===== config.mk =====
export PLATFORM = sky130hd
export DESIGN_NAME = ilod_top
export DESIGN_NICKNAME = d
export VERILOG_FILES = /design/src/logic/ilod_pkg.sv /design/src/logic/ilod_addr_if.sv /design/src/logic/ilod_addr_calc.sv /design/src/logic/ilod_top.sv
export SDC_FILE = /design/constraint.sdc
export NUM_CORES = 1
export LEC_CHECK = 0
export BUFFER_PORTS_ARGS = -buffer_cell sky130_fd_sc_hd__buf_2
export CORE_MARGIN = 1.5
export CORE_UTILIZATION = 34
export DETAILED_ROUTE_END_ITERATION = 8
export GPL_ROUTABILITY_DRIVEN = 0
export PLACE_DENSITY_LB_ADDON = 0.1
export SYNTH_ARGS = -nofsm -noshare
export SYNTH_HDL_FRONTEND = slang
export SYNTH_SLANG_ARGS = --single-unit

===== constraint.sdc =====
create_clock -name clk_i -period 2.2 [get_ports clk_i]
set_input_delay 0.33 -clock clk_i [delete_from_list [all_inputs] [get_ports clk_i]]
set_output_delay 0.33 -clock clk_i [all_outputs]
set_load 0.02 [all_outputs]

===== src/logic/ilod_pkg.sv =====
// Package with register map, field layout and decode constants of the offset decoder.
`default_nettype none
package ilod_pkg;
  // Register byte offsets on the Wishbone bus.
  localparam logic [3:0]  ILOD_CTRL_OFS   = 4'h0;
  localparam logic [3:0]  ILOD_PTR_OFS    = 4'h4;
  localparam logic [3:0]  ILOD_BANK_OFS   = 4'h8;
  localparam logic [3:0]  ILOD_STAT_OFS   = 4'hC;
  // Field positions.
  localparam int          ILOD_EXT_BIT    = 0;
  localparam int          ILOD_STAT_IDX   = 12;
  localparam int          ILOD_STAT_DST   = 13;
  localparam int          ILOD_STAT_VLD   = 14;
  // Widths of the data address path.
  localparam int          ILOD_AW         = 12;
  localparam int          ILOD_BW         = 4;
  // Values after reset.
  localparam logic        ILOD_EXT_RST    = 1'b0;
  localparam logic [11:0] ILOD_PTR_RST    = 12'h000;
  localparam logic [3:0]  ILOD_BANK_RST   = 4'h0;
  // Decode boundaries.
  localparam logic [7:0]  ILOD_OFS_LIMIT  = 8'h5F;
  localparam logic [7:0]  ILOD_ACC_SPLIT  = 8'h80;
  localparam logic [3:0]  ILOD_ACC_LO_BNK = 4'h0;
  localparam logic [3:0]  ILOD_ACC_HI_BNK = 4'hF;
  localparam int          ILOD_NEW_INSTR  = 8;
endpackage : ilod_pkg
`default_nettype wire


===== src/logic/ilod_addr_if.sv =====
// Interface between the bus-facing top and the operand address calculator.
`default_nettype none
interface ilod_addr_if;
  import ilod_pkg::*;
  logic                 ext_en;
  logic [ILOD_AW-1:0]   ptr;
  logic [ILOD_BW-1:0]   bank;
  logic [7:0]           file;
  logic                 access;
  logic [ILOD_AW-1:0]   addr;
  logic                 indexed;
  // Calculator side.
  modport calc (input ext_en, ptr, bank, file, access, output addr, indexed);
  // Top side.
  modport user (output ext_en, ptr, bank, file, access, input addr, indexed);
endinterface : ilod_addr_if
`default_nettype wire


===== src/logic/ilod_addr_calc.sv =====
// Combinational operand address calculator for byte- and bit-oriented instructions.
`default_nettype none
module ilod_addr_calc
  import ilod_pkg::*;
(
  // Operand fields and pointer state.
  ilod_addr_if.calc     ai
);
  // Offset mode needs the extension on, the access bit clear and a small field.
  always_comb begin
    ai.indexed = ai.ext_en && !ai.access && (ai.file <= ILOD_OFS_LIMIT);
    if (ai.indexed) begin
      // The pointer wraps inside the data space; a pointer of zero gives the plain location.
      ai.addr = ILOD_AW'(ai.ptr + {4'h0, ai.file});
    end else if (ai.access) begin
      ai.addr = {ai.bank, ai.file};
    end else if (ai.file < ILOD_ACC_SPLIT) begin
      ai.addr = {ILOD_ACC_LO_BNK, ai.file};
    end else begin
      ai.addr = {ILOD_ACC_HI_BNK, ai.file};
    end
  end
endmodule : ilod_addr_calc
`default_nettype wire


===== src/logic/ilod_top.sv =====
// Indexed literal offset operand decoder with a Wishbone register slave.
`default_nettype none
module ilod_top
  import ilod_pkg::*;
(
  // Clock and reset.
  input  wire logic                clk_i,
  input  wire logic                rst_i,
  // Wishbone classic slave.
  input  wire logic                wb_cyc_i,
  input  wire logic                wb_stb_i,
  input  wire logic                wb_we_i,
  input  wire logic [3:0]          wb_adr_i,
  input  wire logic [3:0]          wb_sel_i,
  input  wire logic [31:0]         wb_dat_i,
  output logic      [31:0]         wb_dat_o,
  output logic                     wb_ack_o,
  // Operand fields from the instruction decoder.
  input  wire logic                dec_valid_i,
  input  wire logic [7:0]          dec_file_i,
  input  wire logic                dec_access_i,
  input  wire logic                dec_dest_i,
  // Resolved operand toward the data memory address path.
  output logic                     op_valid_o,
  output logic      [ILOD_AW-1:0]  op_addr_o,
  output logic                     op_to_file_o,
  output logic                     op_indexed_o,
  // Extended instruction decode enable.
  output logic                     ext_instr_en_o
);

  typedef struct packed {
    logic               ext_en;
    logic [ILOD_AW-1:0] ptr;
    logic [ILOD_BW-1:0] bank;
    logic               ack;
    logic [31:0]        rdata;
    logic               op_valid;
    logic [ILOD_AW-1:0] op_addr;
    logic               op_to_file;
    logic               op_indexed;
  } ilod_state_s;

  ilod_state_s st_r;
  ilod_state_s st_nxt;
  logic        wr_take;
  logic        req;

  ilod_addr_if ai ();

  // Present the live operand and pointer state to the calculator.
  assign ai.ext_en = st_r.ext_en;
  assign ai.ptr    = st_r.ptr;
  assign ai.bank   = st_r.bank;
  assign ai.file   = dec_file_i;
  assign ai.access = dec_access_i;

  ilod_addr_calc u_calc (
    .ai (ai.calc)
  );

  // A request is answered one cycle later; the write lands on the acknowledged edge.
  assign req     = wb_cyc_i && wb_stb_i;
  assign wr_take = req && wb_we_i && st_r.ack;

  // Next-state logic for the bus slave and the operand output stage.
  always_comb begin
    st_nxt       = st_r;
    st_nxt.ack   = req && !st_r.ack;
    st_nxt.rdata = 32'h0000_0000;
    if (req && !wb_we_i && !st_r.ack) begin
      case (wb_adr_i)
        ILOD_CTRL_OFS: st_nxt.rdata[ILOD_EXT_BIT] = st_r.ext_en;
        ILOD_PTR_OFS:  st_nxt.rdata[ILOD_AW-1:0]  = st_r.ptr;
        ILOD_BANK_OFS: st_nxt.rdata[ILOD_BW-1:0]  = st_r.bank;
        ILOD_STAT_OFS: begin
          st_nxt.rdata[ILOD_AW-1:0]  = st_r.op_addr;
          st_nxt.rdata[ILOD_STAT_IDX] = st_r.op_indexed;
          st_nxt.rdata[ILOD_STAT_DST] = st_r.op_to_file;
          st_nxt.rdata[ILOD_STAT_VLD] = st_r.op_valid;
        end
        default:       st_nxt.rdata = 32'h0000_0000;
      endcase
    end
    // Writes honour byte lanes; unmapped or status writes are acknowledged and dropped.
    if (wr_take) begin
      case (wb_adr_i)
        ILOD_CTRL_OFS: begin
          if (wb_sel_i[0]) st_nxt.ext_en = wb_dat_i[ILOD_EXT_BIT];
        end
        ILOD_PTR_OFS: begin
          if (wb_sel_i[0]) st_nxt.ptr[7:0] = wb_dat_i[7:0];
          if (wb_sel_i[1]) st_nxt.ptr[ILOD_AW-1:8] = wb_dat_i[ILOD_AW-1:8];
        end
        ILOD_BANK_OFS: begin
          if (wb_sel_i[0]) st_nxt.bank = wb_dat_i[ILOD_BW-1:0];
        end
        default: st_nxt.ptr = st_r.ptr;
      endcase
    end
    // Every instruction class with an access bit goes through the same decode path.
    st_nxt.op_valid = dec_valid_i;
    if (dec_valid_i) begin
      st_nxt.op_addr    = ai.addr;
      st_nxt.op_indexed = ai.indexed;
      st_nxt.op_to_file = dec_dest_i;
    end
  end

  // Single state register; reset is synchronous.
  always_ff @(posedge clk_i) begin
    if (rst_i) begin
      st_r            <= '0;
      st_r.ext_en     <= ILOD_EXT_RST;
      st_r.ptr        <= ILOD_PTR_RST;
      st_r.bank       <= ILOD_BANK_RST;
    end else begin
      st_r <= st_nxt;
    end
  end

  // Outputs come straight from the state register.
  assign wb_ack_o       = st_r.ack;
  assign wb_dat_o       = st_r.rdata;
  assign op_valid_o     = st_r.op_valid;
  assign op_addr_o      = st_r.op_addr;
  assign op_to_file_o   = st_r.op_to_file;
  assign op_indexed_o   = st_r.op_indexed;
  assign ext_instr_en_o = st_r.ext_en;

  // Checks of the operand decode against its causes one cycle earlier.
  a_direct_access: assert property (@(posedge clk_i) disable iff (rst_i)
    dec_valid_i && !st_r.ext_en && !dec_access_i |=>
      op_addr_o == {($past(dec_file_i) < ILOD_ACC_SPLIT) ? ILOD_ACC_LO_BNK : ILOD_ACC_HI_BNK,
                    $past(dec_file_i)} && !op_indexed_o)
    else $error("direct access bank address wrong");

  a_offset_sum: assert property (@(posedge clk_i) disable iff (rst_i)
    dec_valid_i && st_r.ext_en && !dec_access_i && dec_file_i <= ILOD_OFS_LIMIT |=>
      op_indexed_o && op_addr_o == ILOD_AW'($past(st_r.ptr) + {4'h0, $past(dec_file_i)}))
    else $error("offset address not pointer plus field");

  a_large_direct: assert property (@(posedge clk_i) disable iff (rst_i)
    dec_valid_i && dec_file_i > ILOD_OFS_LIMIT |=> !op_indexed_o)
    else $error("large field decoded as offset");

  a_ext_both: assert property (@(posedge clk_i) disable iff (rst_i)
    op_valid_o && op_indexed_o |-> $past(ext_instr_en_o))
    else $error("offset decode without extension enabled");

  a_uniform_decode: assert property (@(posedge clk_i) disable iff (rst_i)
    dec_valid_i |=> op_valid_o && op_indexed_o ==
      ($past(st_r.ext_en) && !$past(dec_access_i) && $past(dec_file_i) <= ILOD_OFS_LIMIT))
    else $error("offset decode not uniform");

  a_zero_pointer: assert property (@(posedge clk_i) disable iff (rst_i)
    dec_valid_i && st_r.ext_en && !dec_access_i && st_r.ptr == 12'h000 &&
    dec_file_i <= ILOD_OFS_LIMIT |=>
      op_addr_o == {ILOD_ACC_LO_BNK, $past(dec_file_i)})
    else $error("zero pointer does not map to access ram");

  a_dest_keep: assert property (@(posedge clk_i) disable iff (rst_i)
    dec_valid_i |=> op_to_file_o == $past(dec_dest_i))
    else $error("destination bit altered");

  a_bank_keep: assert property (@(posedge clk_i) disable iff (rst_i)
    dec_valid_i && dec_access_i |=> op_addr_o == {$past(st_r.bank), $past(dec_file_i)})
    else $error("banked address wrong");

  // Register writes must land on the acknowledged edge only, lane by lane,
  // because the decode checks above trust the pointer and bank that software wrote.
  a_ptr_lanes: assert property (@(posedge clk_i) disable iff (rst_i)
    wr_take && wb_adr_i == ILOD_PTR_OFS |=>
      st_r.ptr[7:0] == ($past(wb_sel_i[0]) ? $past(wb_dat_i[7:0]) : $past(st_r.ptr[7:0])) &&
      st_r.ptr[ILOD_AW-1:8] == ($past(wb_sel_i[1]) ? $past(wb_dat_i[ILOD_AW-1:8])
                                                     : $past(st_r.ptr[ILOD_AW-1:8])))
    else $error("pointer write lanes wrong");

  // Only a bus write may move the pointer; a stray update would shift every offset operand.
  a_ptr_hold: assert property (@(posedge clk_i) disable iff (rst_i)
    !(wr_take && wb_adr_i == ILOD_PTR_OFS) |=> $stable(st_r.ptr))
    else $error("pointer changed without a write");

  a_bank_write: assert property (@(posedge clk_i) disable iff (rst_i)
    wr_take && wb_adr_i == ILOD_BANK_OFS && wb_sel_i[0] |=>
      st_r.bank == $past(wb_dat_i[ILOD_BW-1:0]))
    else $error("bank write did not land");

  a_ext_write: assert property (@(posedge clk_i) disable iff (rst_i)
    wr_take && wb_adr_i == ILOD_CTRL_OFS && wb_sel_i[0] |=>
      ext_instr_en_o == $past(wb_dat_i[ILOD_EXT_BIT]))
    else $error("extension enable write did not land");

  // The acknowledge is a single pulse, so a held request is never answered twice in a row.
  a_ack_pulse: assert property (@(posedge clk_i) disable iff (rst_i)
    wb_ack_o |=> !wb_ack_o)
    else $error("acknowledge longer than one cycle");

  // Read data is zero outside the acknowledge cycle to keep a shared bus quiet.
  a_rdata_idle: assert property (@(posedge clk_i) disable iff (rst_i)
    !wb_ack_o |-> wb_dat_o == 32'h0000_0000)
    else $error("read data outside acknowledge");

  // Main scenarios worth seeing.
  c_offset_used: cover property (@(posedge clk_i) disable iff (rst_i) op_valid_o && op_indexed_o);
  c_ext_banked:  cover property (@(posedge clk_i) disable iff (rst_i)
    dec_valid_i && st_r.ext_en && dec_access_i);
  c_ext_large:   cover property (@(posedge clk_i) disable iff (rst_i)
    dec_valid_i && st_r.ext_en && !dec_access_i && dec_file_i > ILOD_OFS_LIMIT);
  c_ptr_write:   cover property (@(posedge clk_i) disable iff (rst_i)
    wr_take && wb_adr_i == ILOD_PTR_OFS);

endmodule : ilod_top
`default_nettype wire


Yosys cells after proc, flatten, opt, wreduce, memory -nomap -nowiden --
Index checks and enable logic that the tools add are counted.
Word-level totals: output and inout port bits 49, bits of input ports 56, bits in registers 65, logic and storage cells 44
Cells by class: multiplexer cells 6, equality and inequality tests 3, bitwise gates (word level) 2, $add $sub $neg 1, order comparisons 2, reduce and logical (&&, ||, !) cells 18
Operators by type and width (count):
- 12-bit 2-to-1 mux | 3
- 8-bit one-hot mux with 2 select lines | 1
- 12-bit by 8-bit adder with 12-bit output | 1
- 3-bit AND reduction | 4
- 3-bit one-hot mux with 3 select lines | 1
- 4-bit equality test, second input constant | 2
- 8-bit by 7-bit <= comparator with 1-bit output, second input constant | 1
- 1-bit logical AND | 8
- 8-bit < comparator, second input constant | 1
- 4-bit by 3-bit equality test with 1-bit output, second input constant | 1
- 4-bit logical NOT | 1
- 1-bit one-hot mux with 4 select lines | 1
- 1-bit logical NOT | 3
- 3-bit OR reduction | 1
- 1-bit NOT | 2
- 2-bit OR reduction | 1

Logic depth before layout (Yosys ltp) --
depth after elaboration 5, mapped depth 9, depth with buffers taken out 9

Cells and area by module --
From an unflattened synthesis, not the netlist that was laid out.
Unflattened totals: cells, all modules 292, area total of the unflattened synthesis 2660.1 um2
Modules (own cells, without submodules):
- ilod_top | instances 1, area an instance 2049.5 um2, seq. area each 960.9 um2, cells an instance 199
- ilod_addr_calc | instances 1, area an instance 610.6 um2, seq. area each 0.0 um2, cells an instance 93

Least setup slack after synthesis --
OpenSTA, ideal clock, no wires.
path kind register to register, start point register, netlist name ai.ptr[0], end point register st_r, in the netlist op_addr_o[10], path buffers 0, data arrival time 1749 ps, stages on the path, launching flop included 10, path slack 324 ps, required time 2074 ps, library setup time 126 ps, clock period less this slack 1876 ps, cells stage by stage dfxtp_1 > ha_1 > inv_1 > fa_1 > nand2b_1 > a21oi_1 > o21ai_0 > a21oi_1 > mux2i_1 > o21ai_0
On the way: longest elaborated chain between the ends 2
Ends and longest elaborated chain:
- 12-bit by 8-bit adder with 12-bit output | RTL line ilod_addr_calc.sv:14 | ai.addr = ILOD_AW'(ai.ptr + {4'h0, ai.file});
- 12-bit 2-to-1 mux | RTL line ilod_addr_calc.sv:12 | if (ai.indexed) begin
- end signal: assignment | RTL line ilod_top.sv:118 | st_r <= st_nxt;
- end: declaration | RTL line ilod_top.sv:44 | ilod_state_s st_r;
Every way passes these cells. A chain may end at the register's enable or synchronous reset.

Worst setup path after layout --
start point register, netlist name ai.ptr[0], end point register st_r, in the netlist op_addr_o[10]
On the way: longest elaborated chain between the ends 2
Ends and longest elaborated chain (RTL line):
- 12-bit by 8-bit adder with 12-bit output | ilod_addr_calc.sv:14
- 12-bit 2-to-1 mux | ilod_addr_calc.sv:12
Every way passes these cells.

==> run_results.csv <==
group,metric,value,unit
status,status,"finished, final reports clean",
clock_tree,cts.sinks,48,
clock_tree,cts_tree,"built",
setup_path,cp_common_cell,"a21oi_1",
finish,nNetsFinal,411,
synth,synth_edf_count,0,
finish,antenna_cells,0,
pwr,p_leak,1.30,nW
timing,clock.fmax,0.496,GHz
synth,syn_area,2440,sq um
setup_path,slowest_stage,"fa_1",
synth,synth_top_area_share,39.3,%
synth,synth_seq_cells,48,
pwr,finalPower,1.65,mW
route,first_pass_iters,4,
setup_path,cp.arrival,2.20,ns
synth,synth_area_leader_cell,"dfxtp_1",
setup_path,path_class,"flop to flop",
min_path,hp-class,"primary input to flop",
clock_tree,cts-hold-fix-buffers,0,
pwr,power_frac_seq,54.6,%
die,rows,30,
synth,yosysMostFrequentCell,"dfxtp_1",
clock_tree,cts_buffers,5,
run,maxCapViolations,0,
global_routing,grt_use_total,16.3,%
route,first_iter_violations,42,
pwr,p_comb_share,12.4,%
clock_tree,clk_path_buf_depth,2,
die,io_pins,105,
finish,multi_input_area,1320,sq um
die,dieArea,7700,sq um
clock_tree,clk_latency,0.29,ns
route,via_per_inst,4.81,
pwr,p_sw,433,uW
synth,yosys-top-cells-area,"dfxtp_1, buf_4, a21oi_1",
finish,final_core_util,42.3,%
pwr,power.density,566,nW/um^2
synth,avgSynthCellArea,8.73,sq um
route,vias,2133,
timing,clock_skew,0.00825,ns
route,avgRoutedWirePerCell,13.7,um
synth,synthTopCellsByCount,"dfxtp_1, nand2_1, a21oi_1",
pwr,pwr-share-clk,33.0,%
timing,post-route-period-util,91.7,%
finish,design_area,2910,sq um
finish,fillerInstances,740,
synth,ys_seq_area_share,39.3,%
timing,slew_viol_final,0,
setup_path,crit_buf_inv,1,
global_routing,grt_max_degree,23,
synth,synth_cell_types,46,
pwr,power.internal,1.21,mW
clock_tree,path_clk_slew,0.09,ns
finish,area_delta_synth_final,19.0,%
setup_path,cp_slowest_stage_delay,0.37,ns
clock_tree,cts_setup_buffers,0,
synth,ys_warn_count,0,
synth,postSynth.asyncResetShare,0,%
timing,post-route-min-period,2.02,ns
synth,syn_inst,280,
clock_tree,h-tree-depth,2,
route,drc,0,
die,dieHeight,87.8,um
global_routing,antenna_found_initial,0,
placement,place_area,2810,sq um
timing,tns,0,ns
setup_path,worstPathRequired,2.38,ns
clock_tree,cts_root_buf,"clkbuf_8",
route,antenna_left,0,
setup_path,r2r_setup_slack,0.18,ns
finish,ff_latch_area,962,sq um
finish,drive_gt1_share,26.5,%
die,die_w,87.8,um
timing,finalHoldViolCount,0,
setup_path,reg2reg_from,"ai.ptr[0]$_SDFFE_PP0P_",
pwr,switching_share,26.3,%
clock_tree,cts_resized,0,
setup_path,critPathCaptureType,"flop",
pwr,ir_drop,0.283,mV
min_path,hp-start,"dec_dest_i",
placement,io_buffers,65,
global_routing,overflow,0,
setup_path,critical_path.startpoint,"ai.ptr[0]$_SDFFE_PP0P_",
synth,synth-main-ff-cell,"dfxtp_1",
global_routing,grt_pass1_vias,1993,
setup_path,crit_chain,"ha_1 > inv_1 > fa_1 > nand2b_1 > a21oi_1 > o21ai_1 > a21oi_1 > mux2i_1 > o21ai_0",
timing,rsz0062_at_grt,"false",
setup_path,cp_max_fo,3,
setup_path,cp-start-kind,"flop",
global_routing,grt_pass1_wl,9.74,mm
route,routed_wl,6.05,mm
placement,dp_hpwl,4.67,mm
timing,final-setup-viol-count,0,
die,core_region_area,6870,sq um
die,start_util,35.6,%
setup_path,cp_top_family,"compound AO/OA/AOI/OAI gates",
-- power groups by stage --
| stage | logic (mW) | clock network, mW | registers (mW) |
|---|---|---|---|
| 2_1_floorplan | 0.128 | 0 | 0.939 |
| 3_3_place_gp | 0.202 | 0 | 0.919 |
| 3_5_place_dp | 0.202 | 0 | 0.919 |
| 4_1_cts | 0.203 | 0.566 | 0.899 |
| 5_1_grt | 0.225 | 0.596 | 0.902 |
| 6_report | 0.204 | 0.543 | 0.899 |
-- worst paths after layout --
check,endpoint,depth (start not counted)
min reg2reg,wb_dat_o[14]$_SDFF_PP0_,1
max,op_addr_o[10]$_SDFFE_PP0P_,9
max reg2reg,op_addr_o[10]$_SDFFE_PP0P_,9
min,op_to_file_o$_SDFFE_PP0P_,3
-- per-layer routing --
| layer | track usage, % | share of wire [%] | up-vias |
|---|---|---|---|
| li1 | - | - | 1091 |
| met1 | 22.2 | 50 | 977 |
| met2 | 26.6 | 44 | 63 |
| met3 | 3.30 | 4.8 | 2 |
| met4 | 3.90 | 0.55 | 0 |
| met5 | 0 | 0 | - |
-- flip-flops by register name (all words and copies together) (netlist names) --
register / flops
op_to_file_o: 1
op_valid_o: 1
ai.ptr: 12
wb_ack_o: 1
wb_dat_o: 15
op_indexed_o: 1
ext_instr_en_o: 1
ai.bank: 4
op_addr_o: 12
-- cells in the final DEF, fill, tap and decap left out, drive strengths merged, types with 2 or more instances in the layout --
master   n
buf     73
dfxtp   48
nand2   28
a21oi   26
nor2    26
nand3   19
conb    17
mux2i    9
a22o     8
ha       8
clkbuf   8
inv      7
nor3     6
and3     4
and2     4
a21o     4
or3      4
xnor2    4
a311oi   4
nor4     4
o21ai    4
mux2     3
a22oi    3
o21bai   3
nand2b   3
a31oi    3
nand4    2
o211ai   2
nor2b    2
a211oi   2
-- kinds of logic after synthesis --
group | share of synthesized area, %
other | 0.153
AOI/OAI and AO/OA | 16.6
muxes | 5.99
DFF | 39.3
and+or+nand+nor | 22.0
xor gates and xnor gates | 1.79
buffers and inverters | 9.27
adders and majority gates | 4.92
-- cell type report --
type | count | area share (%)
well taps | 96 | 4.13
multi-input cells | 211 | 45.5
flip-flops and latches | 48 | 33.1
repair buffers | 73 | 13.3
clock buffers | 8 | 3.10
inverters | 7 | 0.904
-- through the flow --
step | instances | hold slack (ns) | setup WS [ns]
after detailed placement | 435 | 0.443 | 0.0633
after floorplan | 296 | 0.450 | 0.324
final | 443 | 0.275 | 0.183
after CTS | 443 | 0.271 | 0.0885
after global placement | 435 | 0.435 | 0.0737
after global routing | 443 | 0.273 | 0.0418
-- worst min-delay path: cells and delay by family --
kind	cells	cell delay, ns
buf+inv	1	0.08
mux	1	0.06
simple gates	1	0.07
Note: power is estimated with default switching activity, not from simulation.
